<file path="src/verilog/cspcc_pkg.sv">
package cspcc_pkg;

  // Bus geometry
  localparam int unsigned AHB_AW       = 32;  // Address width
  localparam int unsigned AHB_DW       = 32;  // Data width
  localparam int unsigned OFS_W        = 8;   // Decoded offset width
  localparam logic [1:0]  HTRANS_NSEQ  = 2'h2;
  localparam logic        HRESP_OKAY   = 1'h0;

  // Register byte offsets
  localparam logic [7:0]  OFS_STATE    = 8'h08;  // Present state
  localparam logic [7:0]  OFS_FORCE    = 8'h0c;  // Force / retest
  localparam logic [7:0]  OFS_CTRL     = 8'h10;  // Voltage and clock-run
  localparam logic [7:0]  OFS_PM       = 8'h20;  // Clock power management
  localparam logic [7:0]  OFS_ISTAT    = 8'h30;  // Interrupt status
  localparam logic [7:0]  OFS_IMASK    = 8'h34;  // Interrupt mask
  localparam logic [7:0]  OFS_CFG      = 8'h38;  // Diagnostic config

  // Socket control fields
  localparam int unsigned CTRL_ACT_BIT   = 11;
  localparam int unsigned CTRL_STDZV_BIT = 10;
  localparam int unsigned CTRL_VIDEO_PORT_ENABLE_BIT  = 9;
  localparam int unsigned CTRL_STOP_BIT  = 7;
  localparam int unsigned CTRL_VCC_LSB   = 4;
  localparam int unsigned CTRL_VPP_LSB   = 0;
  localparam int unsigned VFIELD_W       = 3;
  localparam logic [31:0] CTRL_RSVD_MASK = 32'hfffff108;

  // Power management fields
  localparam int unsigned PM_ACC_BIT     = 25;
  localparam int unsigned PM_MODE_BIT    = 24;
  localparam int unsigned PM_EN_BIT      = 16;
  localparam int unsigned PM_SEL_BIT     = 0;
  localparam logic [31:0] PM_RSVD_MASK   = 32'hfcfefffe;

  // Present state and force fields
  localparam int unsigned ST_PWR_BIT     = 3;
  localparam int unsigned ST_BAD_BIT     = 9;
  localparam int unsigned CAP_LSB        = 10;  // 5V, 3V, XV, YV upward
  localparam int unsigned CAP_W          = 4;
  localparam int unsigned FORCE_RETEST_BIT = 14;
  localparam int unsigned CFG_STDZV_BIT  = 0;

  // Voltage codes
  localparam logic [2:0]  V_OFF  = 3'h0;
  localparam logic [2:0]  V_12V  = 3'h1;  // Program voltage only
  localparam logic [2:0]  V_5V   = 3'h2;
  localparam logic [2:0]  V_3V3  = 3'h3;
  localparam logic [2:0]  V_XV   = 3'h4;
  localparam logic [2:0]  V_YV   = 3'h5;

  // Capability flag positions inside the cap field
  localparam int unsigned CAPI_5V = 0;
  localparam int unsigned CAPI_3V = 1;
  localparam int unsigned CAPI_XV = 2;
  localparam int unsigned CAPI_YV = 3;

  // Interrupt events
  localparam int unsigned IRQ_W      = 4;
  localparam int unsigned IRQ_ACCESS = 0;
  localparam int unsigned IRQ_BADREQ = 1;
  localparam int unsigned IRQ_PWRUPD = 2;
  localparam int unsigned IRQ_RATE   = 3;

  // Reset values
  localparam logic        CTRL_ON_RST = 1'h1;  // Control register usable
  localparam logic        FLAG_RST    = 1'h0;

  // Card clock timing
  localparam int unsigned CORE_CLK_NS      = 50;
  localparam int unsigned CARD_CLK_NORM_NS = 400;
  localparam int unsigned CARD_CLK_CYC     = CARD_CLK_NORM_NS / CORE_CLK_NS;
  localparam int unsigned RATE_GAP_CYC     = 2 * CARD_CLK_CYC;
  localparam int unsigned GAP_CNT_W        = 8;

  // Bus phase states
  typedef enum logic [1:0] {
    PH_IDLE = 2'b00,
    PH_WAIT = 2'b01,
    PH_DONE = 2'b10
  } cspcc_phase_type;

endpackage

</file>
<file path="src/verilog/cspcc_sync.sv">
`timescale 1ns/1ps
// Two-flop synchroniser bank for pins from outside the core clock
module cspcc_sync
#(
  parameter int unsigned WIDTH = 1
)
(
  input  wire  logic             core_clk,
  input  wire  logic             rst_n,
  input  wire  logic [WIDTH-1:0] async_in,
  output logic       [WIDTH-1:0] sync_out
);

  // Refuse an empty bank
  if (WIDTH < 1)
  begin : g_chk
    $error("cspcc_sync: WIDTH must be at least one");
  end

  // One flop pair per bit; the first flop feeds only the second
  for (genvar i = 0; i < WIDTH; i++)
  begin : g_bit
    logic meta_q;  // First stage
    logic sync_q;  // Second stage
    always_ff @(posedge core_clk or negedge rst_n)
    begin
      if (!rst_n)
      begin
        meta_q <= 1'b0;
        sync_q <= 1'b0;
      end
      else
      begin
        meta_q <= async_in[i];
        sync_q <= meta_q;
      end
    end
    assign sync_out[i] = sync_q;
  end

endmodule // cspcc_sync

</file>
<file path="src/verilog/cspcc_top.sv">
`timescale 1ns/1ps
module cspcc_top
#(
  parameter int unsigned GAP_LIMIT_CYC = cspcc_pkg::RATE_GAP_CYC
)
(
  input  wire  logic                           core_clk,
  input  wire  logic                           rst_n,
  input  wire  logic                           hsel,
  input  wire  logic [cspcc_pkg::AHB_AW-1:0]   haddr,
  input  wire  logic [1:0]                     htrans,
  input  wire  logic                           hwrite,
  input  wire  logic [2:0]                     hsize,
  input  wire  logic [cspcc_pkg::AHB_DW-1:0]   hwdata,
  input  wire  logic                           hready,
  output logic       [cspcc_pkg::AHB_DW-1:0]   hrdata,
  output logic                                 hreadyout,
  output logic                                 hresp,
  input  wire  logic                           card_access,
  input  wire  logic                           socket_idle,
  input  wire  logic                           host_clock_stop_pending,
  input  wire  logic                           card_clk,
  input  wire  logic [cspcc_pkg::CAP_W-1:0]    card_volt_caps,
  output logic                                 pwr_update_strobe,
  output logic       [cspcc_pkg::VFIELD_W-1:0] pwr_vcc_code,
  output logic       [cspcc_pkg::VFIELD_W-1:0] pwr_vpp_code,
  output logic                                 video_port_enable,
  output logic                                 card_clock_stop_req,
  output logic                                 card_clock_slow_req,
  output logic                                 irq
);
  import cspcc_pkg::*;

  // Gap limit must fit the counter and be at least two cycles
  if (GAP_LIMIT_CYC < 2 || GAP_LIMIT_CYC >= (1 << GAP_CNT_W))
  begin : g_chk
    $error("cspcc_top: GAP_LIMIT_CYC out of range");
  end

  localparam logic [GAP_CNT_W-1:0] GAP_LIM = GAP_CNT_W'(GAP_LIMIT_CYC);

  // Supply code is a defined, non-reserved level
  function automatic logic vcc_on(input logic [2:0] c);
    vcc_on = (c == V_5V) || (c == V_3V3) || (c == V_XV) || (c == V_YV);
  endfunction

  // Supply code is off or suits the card capabilities
  function automatic logic vcc_fits(input logic [2:0] c,
                                    input logic [CAP_W-1:0] k);
    vcc_fits = (c == V_OFF) || (c == V_5V && k[CAPI_5V])
             || (c == V_3V3 && k[CAPI_3V]) || (c == V_XV && k[CAPI_XV])
             || (c == V_YV && k[CAPI_YV]);
  endfunction

  // Pin synchronisation
  logic [CAP_W+2:0] pin_s;  // Synchronised pins
  cspcc_sync #(.WIDTH(CAP_W + 3)) u_sync
  (
    .core_clk (core_clk),
    .rst_n    (rst_n),
    .async_in ({card_clk, socket_idle, card_access, card_volt_caps}),
    .sync_out (pin_s)
  );
  wire logic [CAP_W-1:0] caps_s   = pin_s[CAP_W-1:0];
  wire logic             access_s = pin_s[CAP_W];
  wire logic             idle_s   = pin_s[CAP_W+1];
  wire logic             cclk_s   = pin_s[CAP_W+2];

  // Bus state
  cspcc_phase_type   phase_q;    // Transfer phase
  logic [OFS_W-1:0]  addr_q;     // Latched offset
  logic              addr_ok_q;  // Upper address bits zero
  logic              write_q;    // Latched direction
  logic [AHB_DW-1:0] hrdata_q;   // Read data register

  // Register state
  logic             video_port_enable_q, stop_pol_q, pm_en_q, pm_sel_q, std_en_q;
  logic [2:0]       vcc_q, vpp_q;          // Stored requests
  logic             ctrl_on_q;             // Control register usable
  logic [CAP_W-1:0] caps_q;                // Card capabilities
  logic             bad_q, powered_q;      // Present state flags
  logic             acc_q, rate_q;         // Access and rate status
  logic [IRQ_W-1:0] istat_q, imask_q;      // Interrupt status and mask
  logic             strobe_q;              // Switch update pulse
  logic [2:0]       pvcc_q, pvpp_q;        // Switch codes
  logic             stop_q, slow_q;        // Clock-run requests
  logic             cclk_prev_q;           // Card clock edge detect
  logic [GAP_CNT_W-1:0] gap_q;             // Cycles since card edge

  // Address phase acceptance and decode
  wire logic take    = hsel && htrans == HTRANS_NSEQ && hready;
  wire logic in_wait = (phase_q == PH_WAIT);
  wire logic wr      = in_wait && write_q;
  wire logic rd      = in_wait && !write_q;
  wire logic s_ctrl  = addr_ok_q && addr_q == OFS_CTRL;
  wire logic s_pm    = addr_ok_q && addr_q == OFS_PM;
  wire logic s_state = addr_ok_q && addr_q == OFS_STATE;
  wire logic s_force = addr_ok_q && addr_q == OFS_FORCE;
  wire logic s_istat = addr_ok_q && addr_q == OFS_ISTAT;
  wire logic s_imask = addr_ok_q && addr_q == OFS_IMASK;
  wire logic s_cfg   = addr_ok_q && addr_q == OFS_CFG;
  wire cspcc_phase_type phase_d = take ? PH_WAIT
                                : (in_wait ? PH_DONE : PH_IDLE);

  // Write side: request fields and power switch decision
  wire logic [2:0] new_vcc  = hwdata[CTRL_VCC_LSB +: VFIELD_W];
  wire logic [2:0] new_vpp  = hwdata[CTRL_VPP_LSB +: VFIELD_W];
  wire logic       new_video_port_enable = hwdata[CTRL_VIDEO_PORT_ENABLE_BIT];
  wire logic       ctrl_wr  = wr && s_ctrl;
  wire logic       issue    = ctrl_wr && ctrl_on_q
                            && (new_vcc != vcc_q || new_vpp != vpp_q);
  wire logic       refused  = issue && vcc_on(new_vcc)
                            && !vcc_fits(new_vcc, caps_q);
  wire logic [2:0] vcc_gnt  = (vcc_on(new_vcc) && !refused)
                            ? new_vcc : V_OFF;
  wire logic       vpp_ok   = (new_vpp != V_OFF) && (new_vpp <= V_YV);
  wire logic [2:0] vpp_gnt  = (vpp_ok && vcc_gnt != V_OFF)
                            ? new_vpp : V_OFF;

  // Force register actions
  wire logic force_wr  = wr && s_force;
  wire logic retest    = force_wr && hwdata[FORCE_RETEST_BIT];
  wire logic cap_force = force_wr && |hwdata[CAP_LSB +: CAP_W];

  // Clock-run permission
  wire logic permit = idle_s && (stop_pol_q || host_clock_stop_pending);
  wire logic active = pm_en_q && permit;

  // Card clock rate watch
  wire logic cclk_rise = cclk_s && !cclk_prev_q;
  wire logic gap_hit   = (gap_q >= GAP_LIM);
  wire logic held      = stop_q || slow_q;
  wire logic rate_d    = (cclk_rise && !gap_hit) ? 1'b0
                       : ((held && gap_hit) ? 1'b1 : rate_q);

  // Interrupt events and clear
  wire logic [IRQ_W-1:0] ev =
      (IRQ_W'(access_s && !acc_q) << IRQ_ACCESS)
    | (IRQ_W'(refused)           << IRQ_BADREQ)
    | (IRQ_W'(issue)             << IRQ_PWRUPD)
    | (IRQ_W'(rate_d && !rate_q) << IRQ_RATE);
  wire logic [IRQ_W-1:0] iclr = (wr && s_istat) ? hwdata[IRQ_W-1:0] : '0;

  // Read words
  wire logic [31:0] ctrl_word = (32'(video_port_enable_q)      << CTRL_ACT_BIT)
                              | (32'(!std_en_q)   << CTRL_STDZV_BIT)
                              | (32'(video_port_enable_q)      << CTRL_VIDEO_PORT_ENABLE_BIT)
                              | (32'(stop_pol_q)  << CTRL_STOP_BIT)
                              | (32'(vcc_q)       << CTRL_VCC_LSB)
                              | (32'(vpp_q)       << CTRL_VPP_LSB);
  wire logic [31:0] pm_word   = (32'(acc_q)       << PM_ACC_BIT)
                              | (32'(rate_q)      << PM_MODE_BIT)
                              | (32'(pm_en_q)     << PM_EN_BIT)
                              | (32'(pm_sel_q)    << PM_SEL_BIT);
  wire logic [31:0] st_word   = (32'(powered_q)   << ST_PWR_BIT)
                              | (32'(bad_q)       << ST_BAD_BIT)
                              | (32'(caps_q)      << CAP_LSB);
  wire logic [31:0] rd_word   = s_ctrl  ? ctrl_word
                              : s_pm    ? pm_word
                              : s_state ? st_word
                              : s_istat ? 32'(istat_q)
                              : s_imask ? 32'(imask_q)
                              : s_cfg   ? 32'(std_en_q) : '0;

  // Bus phase and latched address
  always_ff @(posedge core_clk or negedge rst_n)
  begin
    if (!rst_n)
    begin
      phase_q   <= PH_IDLE;
      addr_q    <= '0;
      addr_ok_q <= 1'b0;
      write_q   <= 1'b0;
    end
    else
    begin
      phase_q <= phase_d;
      if (take)
      begin
        addr_q    <= {haddr[OFS_W-1:2], 2'b00};
        addr_ok_q <= (haddr[AHB_AW-1:OFS_W] == '0);
        write_q   <= hwrite;
      end
    end
  end

  // Read data register, loaded in the wait cycle
  always_ff @(posedge core_clk or negedge rst_n)
  begin
    if (!rst_n)
      hrdata_q <= '0;
    else if (rd)
      hrdata_q <= rd_word;
  end

  // Socket control register
  always_ff @(posedge core_clk or negedge rst_n)
  begin
    if (!rst_n)
    begin
      video_port_enable_q     <= FLAG_RST;
      stop_pol_q <= FLAG_RST;
      vcc_q      <= V_OFF;
      vpp_q      <= V_OFF;
    end
    else if (ctrl_wr)
    begin
      video_port_enable_q     <= new_video_port_enable;
      stop_pol_q <= hwdata[CTRL_STOP_BIT];
      vcc_q      <= new_vcc;
      vpp_q      <= new_vpp;
    end
  end

  // Power management and config registers
  always_ff @(posedge core_clk or negedge rst_n)
  begin
    if (!rst_n)
    begin
      pm_en_q  <= FLAG_RST;
      pm_sel_q <= FLAG_RST;
      std_en_q <= FLAG_RST;
      imask_q  <= '0;
    end
    else
    begin
      if (wr && s_pm)
      begin
        pm_en_q  <= hwdata[PM_EN_BIT];
        pm_sel_q <= hwdata[PM_SEL_BIT];
      end
      if (wr && s_cfg)
        std_en_q <= hwdata[CFG_STDZV_BIT];
      if (wr && s_imask)
        imask_q <= hwdata[IRQ_W-1:0];
    end
  end

  // Card interrogation state; retest wins over a forced flag
  always_ff @(posedge core_clk or negedge rst_n)
  begin
    if (!rst_n)
    begin
      ctrl_on_q <= CTRL_ON_RST;
      caps_q    <= '0;
      bad_q     <= FLAG_RST;
    end
    else if (retest)
    begin
      ctrl_on_q <= 1'b1;
      caps_q    <= caps_s;
      bad_q     <= 1'b0;
    end
    else
    begin
      if (cap_force)
      begin
        ctrl_on_q <= 1'b0;
        caps_q    <= caps_q | hwdata[CAP_LSB +: CAP_W];
      end
      if (refused)
        bad_q <= 1'b1;
    end
  end

  // Power switch update and powered status
  always_ff @(posedge core_clk or negedge rst_n)
  begin
    if (!rst_n)
    begin
      strobe_q  <= 1'b0;
      pvcc_q    <= V_OFF;
      pvpp_q    <= V_OFF;
      powered_q <= FLAG_RST;
    end
    else
    begin
      strobe_q <= issue;
      if (issue)
      begin
        pvcc_q    <= vcc_gnt;
        pvpp_q    <= vpp_gnt;
        powered_q <= (vcc_gnt != V_OFF);
      end
    end
  end

  // Access flag: an access in the clearing read cycle wins
  always_ff @(posedge core_clk or negedge rst_n)
  begin
    if (!rst_n)
      acc_q <= FLAG_RST;
    else if (access_s)
      acc_q <= 1'b1;
    else if (rd && s_pm)
      acc_q <= 1'b0;
  end

  // Clock-run requests and card clock gap counter
  always_ff @(posedge core_clk or negedge rst_n)
  begin
    if (!rst_n)
    begin
      stop_q      <= 1'b0;
      slow_q      <= 1'b0;
      cclk_prev_q <= 1'b0;
      gap_q       <= '0;
      rate_q      <= FLAG_RST;
    end
    else
    begin
      stop_q      <= active && !pm_sel_q;
      slow_q      <= active && pm_sel_q;
      cclk_prev_q <= cclk_s;
      rate_q      <= rate_d;
      if (cclk_rise)
        gap_q <= '0;
      else if (!gap_hit)
        gap_q <= gap_q + 1'b1;
    end
  end

  // Sticky interrupt status; set wins over write-one clear
  always_ff @(posedge core_clk or negedge rst_n)
  begin
    if (!rst_n)
      istat_q <= '0;
    else
      istat_q <= (istat_q & ~iclr) | ev;
  end

  // Outputs
  assign hrdata              = hrdata_q;
  assign hreadyout           = !in_wait;
  assign hresp               = HRESP_OKAY;
  assign pwr_update_strobe   = strobe_q;
  assign pwr_vcc_code        = pvcc_q;
  assign pwr_vpp_code        = pvpp_q;
  assign video_port_enable   = video_port_enable_q;
  assign card_clock_stop_req = stop_q;
  assign card_clock_slow_req = slow_q;
  assign irq                 = |(istat_q & imask_q);

  // Completed reads, as seen in the data phase end cycle
  wire logic done_rd = (phase_q == PH_DONE) && !write_q;

  property p_ctrl_rsvd;
    @(posedge core_clk) disable iff (!rst_n)
    done_rd && s_ctrl |-> (hrdata_q & CTRL_RSVD_MASK) == '0;
  endproperty
  a_ctrl_rsvd: assert property (p_ctrl_rsvd)
    else $error("control reserved bits not zero");

  property p_act_mirror;
    @(posedge core_clk) disable iff (!rst_n)
    done_rd && s_ctrl |-> hrdata_q[CTRL_ACT_BIT] == hrdata_q[CTRL_VIDEO_PORT_ENABLE_BIT];
  endproperty
  a_act_mirror: assert property (p_act_mirror)
    else $error("video activity does not follow enable");

  property p_std_model;
    @(posedge core_clk) disable iff (!rst_n)
    done_rd && s_ctrl |-> hrdata_q[CTRL_STDZV_BIT] == !std_en_q;
  endproperty
  a_std_model: assert property (p_std_model)
    else $error("standard model bit wrong");

  property p_video_port_enable_write;
    @(posedge core_clk) disable iff (!rst_n)
    ctrl_wr |=> video_port_enable == $past(new_video_port_enable);
  endproperty
  a_video_port_enable_write: assert property (p_video_port_enable_write)
    else $error("video enable not written");

  property p_policy;
    @(posedge core_clk) disable iff (!rst_n)
    (card_clock_stop_req || card_clock_slow_req) |-> $past(idle_s)
      && ($past(stop_pol_q) || $past(host_clock_stop_pending));
  endproperty
  a_policy: assert property (p_policy)
    else $error("clock-run request outside policy");

  property p_pm_rsvd;
    @(posedge core_clk) disable iff (!rst_n)
    done_rd && s_pm |-> (hrdata_q & PM_RSVD_MASK) == '0;
  endproperty
  a_pm_rsvd: assert property (p_pm_rsvd)
    else $error("management reserved bits not zero");

  property p_acc_clear;
    @(posedge core_clk) disable iff (!rst_n)
    rd && s_pm && !access_s |=> !acc_q;
  endproperty
  a_acc_clear: assert property (p_acc_clear)
    else $error("access flag not cleared by read");

  property p_enable_gate;
    @(posedge core_clk) disable iff (!rst_n)
    (card_clock_stop_req || card_clock_slow_req) |-> $past(pm_en_q)
      && card_clock_slow_req == $past(pm_sel_q);
  endproperty
  a_enable_gate: assert property (p_enable_gate)
    else $error("clock control acted while disabled or wrong mode");

  property p_retest;
    @(posedge core_clk) disable iff (!rst_n)
    retest |=> ctrl_on_q;
  endproperty
  a_retest: assert property (p_retest)
    else $error("retest did not re-enable control");

  property p_force_off;
    @(posedge core_clk) disable iff (!rst_n)
    cap_force && !retest |=> !ctrl_on_q ##1 !strobe_q;
  endproperty
  a_force_off: assert property (p_force_off)
    else $error("forced flag did not disable control");

  property p_strobe;
    @(posedge core_clk) disable iff (!rst_n)
    pwr_update_strobe |-> $past(ctrl_on_q) && vcc_fits(pwr_vcc_code, caps_q)
      && powered_q == (pwr_vcc_code != V_OFF) ##1 !pwr_update_strobe;
  endproperty
  a_strobe: assert property (p_strobe)
    else $error("bad power switch update");

  property p_legal_code;
    @(posedge core_clk) disable iff (!rst_n)
    pwr_update_strobe && pwr_vcc_code != V_OFF |-> vcc_on(pwr_vcc_code);
  endproperty
  a_legal_code: assert property (p_legal_code)
    else $error("reserved code sent to power switch");

  property p_rate;
    @(posedge core_clk) disable iff (!rst_n)
    $rose(rate_q) |-> $past(held) && $past(gap_hit);
  endproperty
  a_rate: assert property (p_rate)
    else $error("rate status rose without clock-run");

  c_pwr_on:  cover property (@(posedge core_clk) disable iff (!rst_n)
    pwr_update_strobe && pwr_vcc_code != V_OFF);
  c_refused: cover property (@(posedge core_clk) disable iff (!rst_n)
    refused);
  c_slowed:  cover property (@(posedge core_clk) disable iff (!rst_n)
    card_clock_slow_req && rate_q);
  c_irq:     cover property (@(posedge core_clk) disable iff (!rst_n)
    $rose(irq));

endmodule // cspcc_top

</file>
<file path="config.mk">
export PLATFORM = sky130hd
export DESIGN_NAME = cspcc_top
export DESIGN_NICKNAME = d
export VERILOG_FILES = /design/src/verilog/cspcc_pkg.sv /design/src/verilog/cspcc_sync.sv /design/src/verilog/cspcc_top.sv
export SDC_FILE = /design/constraint.sdc
export NUM_CORES = 1
export LEC_CHECK = 0
export ABC_AREA = 1
export ABC_CLOCK_PERIOD_IN_PS = 3200
export BUFFER_PORTS_ARGS = -buffer_cell sky130_fd_sc_hd__buf_2
export CAP_MARGIN = 15
export CORE_UTILIZATION = 35
export DETAILED_ROUTE_END_ITERATION = 16
export PLACE_DENSITY_LB_ADDON = 0.1
export SLEW_MARGIN = 25
export SYNTH_ARGS = -nofsm -noshare
export SYNTH_HDL_FRONTEND = slang
export SYNTH_SLANG_ARGS = --single-unit
</file>
<file path="constraint.sdc">
create_clock -name core_clk -period 3.2 [get_ports core_clk]
set_input_delay 0.16 -clock core_clk [delete_from_list [all_inputs] [get_ports core_clk]]
set_output_delay 0.16 -clock core_clk [all_outputs]
set_load 0.05 [all_outputs]
</file>
== After elaboration in Yosys (flattened, before gate mapping) ==
Index checks and enable logic that the tools add are counted.

* Reductions and logical operators: 69
* Div/mod/pow operators: 0
* $lt $le $gt $ge: 2
* Add/subtract/negate cells: 1
* Mux-type cells: 23
* Bitwise gates (word level): 18
* Equal/unequal tests: 16
* Multipliers: 0
* Shifts and indexed selects: 0

{| class="wikitable"
|+ Operator list
! cell !! count
|-
| 2-to-1 mux 26 bit || 2
|-
| logical AND 1 bit || 40
|-
| bitwise OR 26 x 1 -> 26 bit || 1
|-
| bitwise OR 26 x 17 -> 26 bit || 1
|-
| bitwise OR 26 x 25 -> 26 bit || 1
|-
| == test 6 x 4 -> 1 bit, second input constant || 4
|-
| zero test 24 bit || 1
|-
| 2-to-1 mux 4 bit || 5
|-
| 2-to-1 mux 8 bit || 2
|-
| 2-to-1 mux 14 bit || 1
|-
| bitwise OR 10 x 14 -> 14 bit || 1
|-
| == test 6 x 2 -> 1 bit, second input constant || 2
|-
| bitwise OR 12 x 10 -> 12 bit || 1
|-
| bitwise OR 12 x 11 -> 12 bit || 1
|-
| bitwise OR 12 x 3 -> 12 bit || 1
|-
| bitwise OR 12 x 7 -> 12 bit || 1
|-
| bitwise OR 12 x 8 -> 12 bit || 1
|-
| zero test 1 bit || 10
|-
| logical OR 1 bit || 10
|-
| bitwise OR 4 x 10 -> 10 bit || 1
|-
| 2-to-1 mux 1 bit || 9
|-
| adder 8 x 1 -> 8 bit, second input constant || 1
|-
| AND 4 bit || 2
|-
| greater-or-equal comparator 8 x 5 -> 1 bit, second input constant || 1
|-
| other kinds (19) || 29
|}

* Input bits: 82
* Word-level logic and storage cells: 170
* Memory bits (read-only): 0
* Flip-flop bits (word level): 102
* Memory bits (writable): 0
* Bits in latches: 0
* Memories kept: 0
* Output and inout port bits: 45

== Longest topological paths before layout ==
* Depth after elaboration: 14
* Gate-level depth with buffers: 9
* Gate-level depth less buffers: 9

== By module ==
From an unflattened synthesis, not the netlist that was laid out.

* Cell total of the unflattened synthesis: 435
* Area, all modules: 3916.3 um2

{| class="wikitable"
|+ By module, submodules not included
! module !! times used !! seq. area each (um2) !! area each (um2) !! cells an instance
|-
| cspcc_top || 1 || 1803.0 || 3513.4 || 414
|-
| cspcc_sync || 1 || 350.3 || 402.9 || 21
|}

== Least setup slack after synthesis ==
Ideal clock, no wire load.

* Kind: reg-to-reg
* Start point: register phase_q[1]
* End point: register caps_q[1]
* Clock period less this slack: 1.716 ns
* Required time: 3.080 ns
* Slack: 1.484 ns
* Path buffers: 0
* Cell stages (with the launch flop): 8
* Arrival time: 1.596 ns
* Setup time: 0.120 ns
* Cells stage by stage: dfrtp_1 -> inv_1 -> nand2_1 -> nor2_4 -> nand3b_1 -> or2_1 -> o21ai_0 -> inv_1

* Longest elaborated chain between the ends: 5
* Elaborated cells on any way between the ends: 7
* Those cells by class: 1 x eq/ne; 1 x mux; 5 x reduce/logical

{| class="wikitable"
|+ RTL lines
! what !! RTL line !! RTL
|-
| start, declared || cspcc_top.sv:70 || <nowiki>cspcc_phase_type phase_q;</nowiki>
|-
| start signal, assigned || cspcc_top.sv:177 || <nowiki>phase_q <= phase_d;</nowiki>
|-
| == test 2 x 1 -> 1 bit * || cspcc_top.sv:92 || <nowiki>wire logic in_wait = (phase_q == PH_WAIT);</nowiki>
|-
| logical AND 1 bit * || cspcc_top.sv:93 || <nowiki>wire logic wr = in_wait && write_q;</nowiki>
|-
| logical AND 1 bit * || cspcc_top.sv:121 || <nowiki>wire logic force_wr = wr && s_force;</nowiki>
|-
| logical AND 1 bit, on equally long branches || cspcc_top.sv:122, cspcc_top.sv:123 ||
|-
| 2-to-1 mux 4 bit or nonzero test 2 bit (tied branches) || -- ||
|-
| end signal, assigned || cspcc_top.sv:251 || <nowiki>caps_q <= caps_s;</nowiki>
|-
| end signal, assigned || cspcc_top.sv:259 || <nowiki>caps_q <= caps_q | hwdata[CAP_LSB +: CAP_W];</nowiki>
|-
| end, declared || cspcc_top.sv:80 || <nowiki>logic [CAP_W-1:0] caps_q;</nowiki>
|}

Mark *: on every way between the ends. The rest lies on a longest branch, timed or not.
A chain may end at the register's enable or synchronous reset.

== Worst setup path in the final report ==
* Start point: register phase_q[1]
* End point: register hrdata_q[12] (netlist: hrdata[12])

* Longest elaborated chain between the ends: 2

{| class="wikitable"
|+ RTL lines
! what !! RTL line !! RTL
|-
| == test 2 x 1 -> 1 bit || cspcc_top.sv:92 ||
|-
| logical AND 1 bit || cspcc_top.sv:94 || <nowiki>wire logic rd = in_wait && !write_q;</nowiki>
|-
| end signal, assigned || cspcc_top.sv:193 || <nowiki>hrdata_q <= rd_word;</nowiki>
|-
| end, declared || cspcc_top.sv:74 || <nowiki>logic [AHB_DW-1:0] hrdata_q;</nowiki>
|}

No other way between the ends.

==> results.toml <==
[synthesis]
synth_xor_area_frac = 0
syn_inst = 425
synth.most_common_cell = "nand2_1"
synth_edf_count = 0
ys.flop_type = "dfrtp_1"
synth_cell_types = 37
synthMuxAreaShare = 0.0118
synth_seq_cells = 86
async_reset_ff_frac = 1.00
synth_fa_ha_area_frac = 0.00657
synthesis.area_mm2 = 0.00381
yosysTopAreaCell = "dfrtp_1"
ys_seq_area_frac = 0.566
netlist_top_cells_count = "nand2_1 (103), dfrtp_1 (85), inv_1 (52)"
ys_warn_count = 0
synth-simple-area-share = 0.222
synth.area.top_cells = "dfrtp_1 (56%), nand2_1 (10%), o21ai_0 (6.0%), inv_1 (5.1%), buf_4 (3.4%)"
synth_top_family_by_area = "simple AND/OR/NAND/NOR gates"
synth-compound-area-share = 0.0986
yosysTopAreaCellShare = 0.559
syn_area_per_cell_um2 = 8.96

[placed_design]
place_congestion = 0.766
dp_hpwl_um = 6070
dp_cells = 644
io_buffer_count = 87

[clocking]
htree_levels = 3
cts_tree = "done"
root_buffer = "clkbuf_8"
cts_buffers = 9
clk_latency_ns = 0.36
clock_path_buffers = 2
cts_setup_buffers = 0
clkTransAtPathRegs_ns = 0.08
ctsResizeCount = 0
cts.sink_count = 86

[grt]
grt_max_degree = 34
grt.busiest_layer = "met2"
grt_use_total = 0.163
grt_util_met2 = 0.252
use_met3 = 0.0441
grt_pass1_wl_um = 14000
gr-total-overflow = 0
grt_pass1_vias = 2994
met1_usage = 0.215
antenna_found_initial = 0

[setup_path]
critPathSlowestCell = "inv_1"
cp_cell_sequence = "inv_1 -> nand2_1 -> nor2_1 -> inv_1 -> nor2_1 -> nand2_1 -> o21ai_0"
path_max_fanout = 24
path_class = "reg2reg"
end_kind = "flip-flop"
worst_setup_path_start_kind = "flip-flop"
r2r_end = "hrdata[12]$_DFFE_PN0P_"
slowest_delay_ns = 0.44
reg2reg_from = "phase_q[1]$_DFF_PN0_"
reg2reg_slack_ns = 1.23
r2r_cells = 7
critical_path.startpoint = "phase_q[1]$_DFF_PN0_"
arrival_ns = 2.25
crit_required_ns = 3.48

[timing]
hold_viol_final = 0
holdWs_ns = 0.0215
slew_headroom = 0.436
fin_tns_setup_ns = 0
worst_pin_slew_ns = 0.843
drv_slew = 0
fin_crit_sh = 0.616
skew_ns = 0.00761
rsz0062_at_grt = "no"
fmax_mhz = 507
fin_crit_ns = 1.97
setup_viol = 0

[floorplan]
rows = 37
initial_core_util = 0.365
die_w_um = 106
core_mm2 = 0.0104
io_pins = 127
die_height_um = 106
dieArea_mm2 = 0.0113

[drt]
antenna_left = 0
drt-initial-drc-count = 101
first_pass_iters = 4
wl_um = 8110
drc = 0
vias = 3049
detail_route.vias_per_cell = 4.53
avgRoutedWirePerCell_um = 12.1

[power]
p_switching_uw = 715
p_comb_frac = 0.156
cellPowerDensity_mw_per_mm2 = 529
vdd_ir_drop_max_v = 0.000289
internal_power_mw = 1.77
p_leak_nw = 2.50
pwr-share-seq = 0.491
p_sw_frac = 0.288
clkPwrFrac = 0.353
power_mw = 2.48

[final_layout]
fin_cells = 673
area_growth_pct = 23.4
final_util = 0.451
fillers = 1082
fin_nets = 616
layout.area.seq_mm2 = 0.00215
drive_gt1_frac = 0.231
multi_input_area_mm2 = 0.00136
antennaDiodeCount = 0

[hold_path]
hold_start = "hwdata[9]"
holdPathStages = 2
hold_path_end = "video_port_enable$_DFFE_PN0N_"
hold_path.class = "in2reg"

[run_status]
outcome = "finished clean"

[run]
cap_violations = 0
## worst max-delay path by stage
stage / end / slack [ns] / depth (start not counted)
2_1_floorplan: caps_q[1]$_DFFE_PN0P_ / 1.48 / 7
3_3_place_gp: hrdata[12]$_DFFE_PN0P_ / 1.27 / 7
3_5_place_dp: hrdata[12]$_DFFE_PN0P_ / 1.22 / 7
4_1_cts: hrdata[12]$_DFFE_PN0P_ / 1.20 / 7
5_1_grt: hrdata[12]$_DFFE_PN0P_ / 0.97 / 7
6_report: hrdata[12]$_DFFE_PN0P_ / 1.23 / 7
## cells by family after synthesis
kind of cell,after synthesis
adder cells (fa/ha/maj),2
multiplexers,4
buffers and inverters,76
AND/OR/NAND/NOR,186
other,1
flip-flops,86
AO/OA/AOI/OAI,70
## stage by stage
step | cell area [um2] | setup WS [ns]
after floorplan | 3870 | 1.48
after global placement | 4330 | 1.27
after detailed placement | 4330 | 1.22
after CTS | 4700 | 1.20
after global routing | 4700 | 0.968
final | 4700 | 1.23
## metal layers
layer / vias up / part of all wire
li1: 1556 / -
met1: 1390 / 0.49
met2: 94 / 0.43
met3: 9 / 0.059
met4: 0 / 0.017
met5: - / 0
## layout make-up
class / instances / area share
Sequential cell: 86 / 0.458
Multi-Input combinational cell: 279 / 0.288
Timing Repair Buffer: 102 / 0.124
Clock buffer: 11 / 0.0322
Inverter: 54 / 0.0432
Tap cell: 136 / 0.0362
Clock inverter: 5 / 0.0173
## placed cells by master (no fill, tap or decap), types with 3 or more instances in the layout
master / n
buf_2: 86
o31ai_1: 3
dlygate4sd3_1: 13
dfrtp_1: 85
nor3_1: 7
nor4_1: 9
inv_1: 52
clkbuf_8: 11
mux2_2: 4
conb_1: 17
nor2_1: 31
nand2_1: 103
nand4_1: 9
nand3_1: 13
a21oi_1: 15
o21ai_0: 46
buf_4: 3
## power by group through the flow
stage	sequential (mW)	clock (mW)	combinational, mW
floorplan	1.29	0	0.213
global placement	1.24	0	0.371
detailed placement	1.24	0	0.379
CTS	1.22	0.901	0.392
global route	1.23	0.946	0.437
finish	1.22	0.877	0.387
## worst max-delay path: cells and delay by family, from the launching register on
family / cells / cell delay, ns
AOI/OAI and AO/OA: 1 / 0.17
buffers and inverters: 2 / 0.49
DFF: 1 / 0.37
and+or+nand+nor: 4 / 0.87
## timing repair
item / CTS / global route
hold buffers: 13 / 0
endpoints found under the hold margin: 43 / 0
setup endpoints to repair: 0 / 0
## sequential cells by signal, indices dropped and copies added, names as in the netlist, 2 cells and up
name,count
hrdata,16
gap_q,8
u_sync.g_bit.meta_q,7
u_sync.g_bit.sync_q,7
addr_q,6
caps_q,4
imask_q,4
istat_q,4
pwr_vcc_code,3
pwr_vpp_code,3
vcc_q,3
vpp_q,3
phase_q,2
Note: power is estimated with default switching activity, not from simulation.
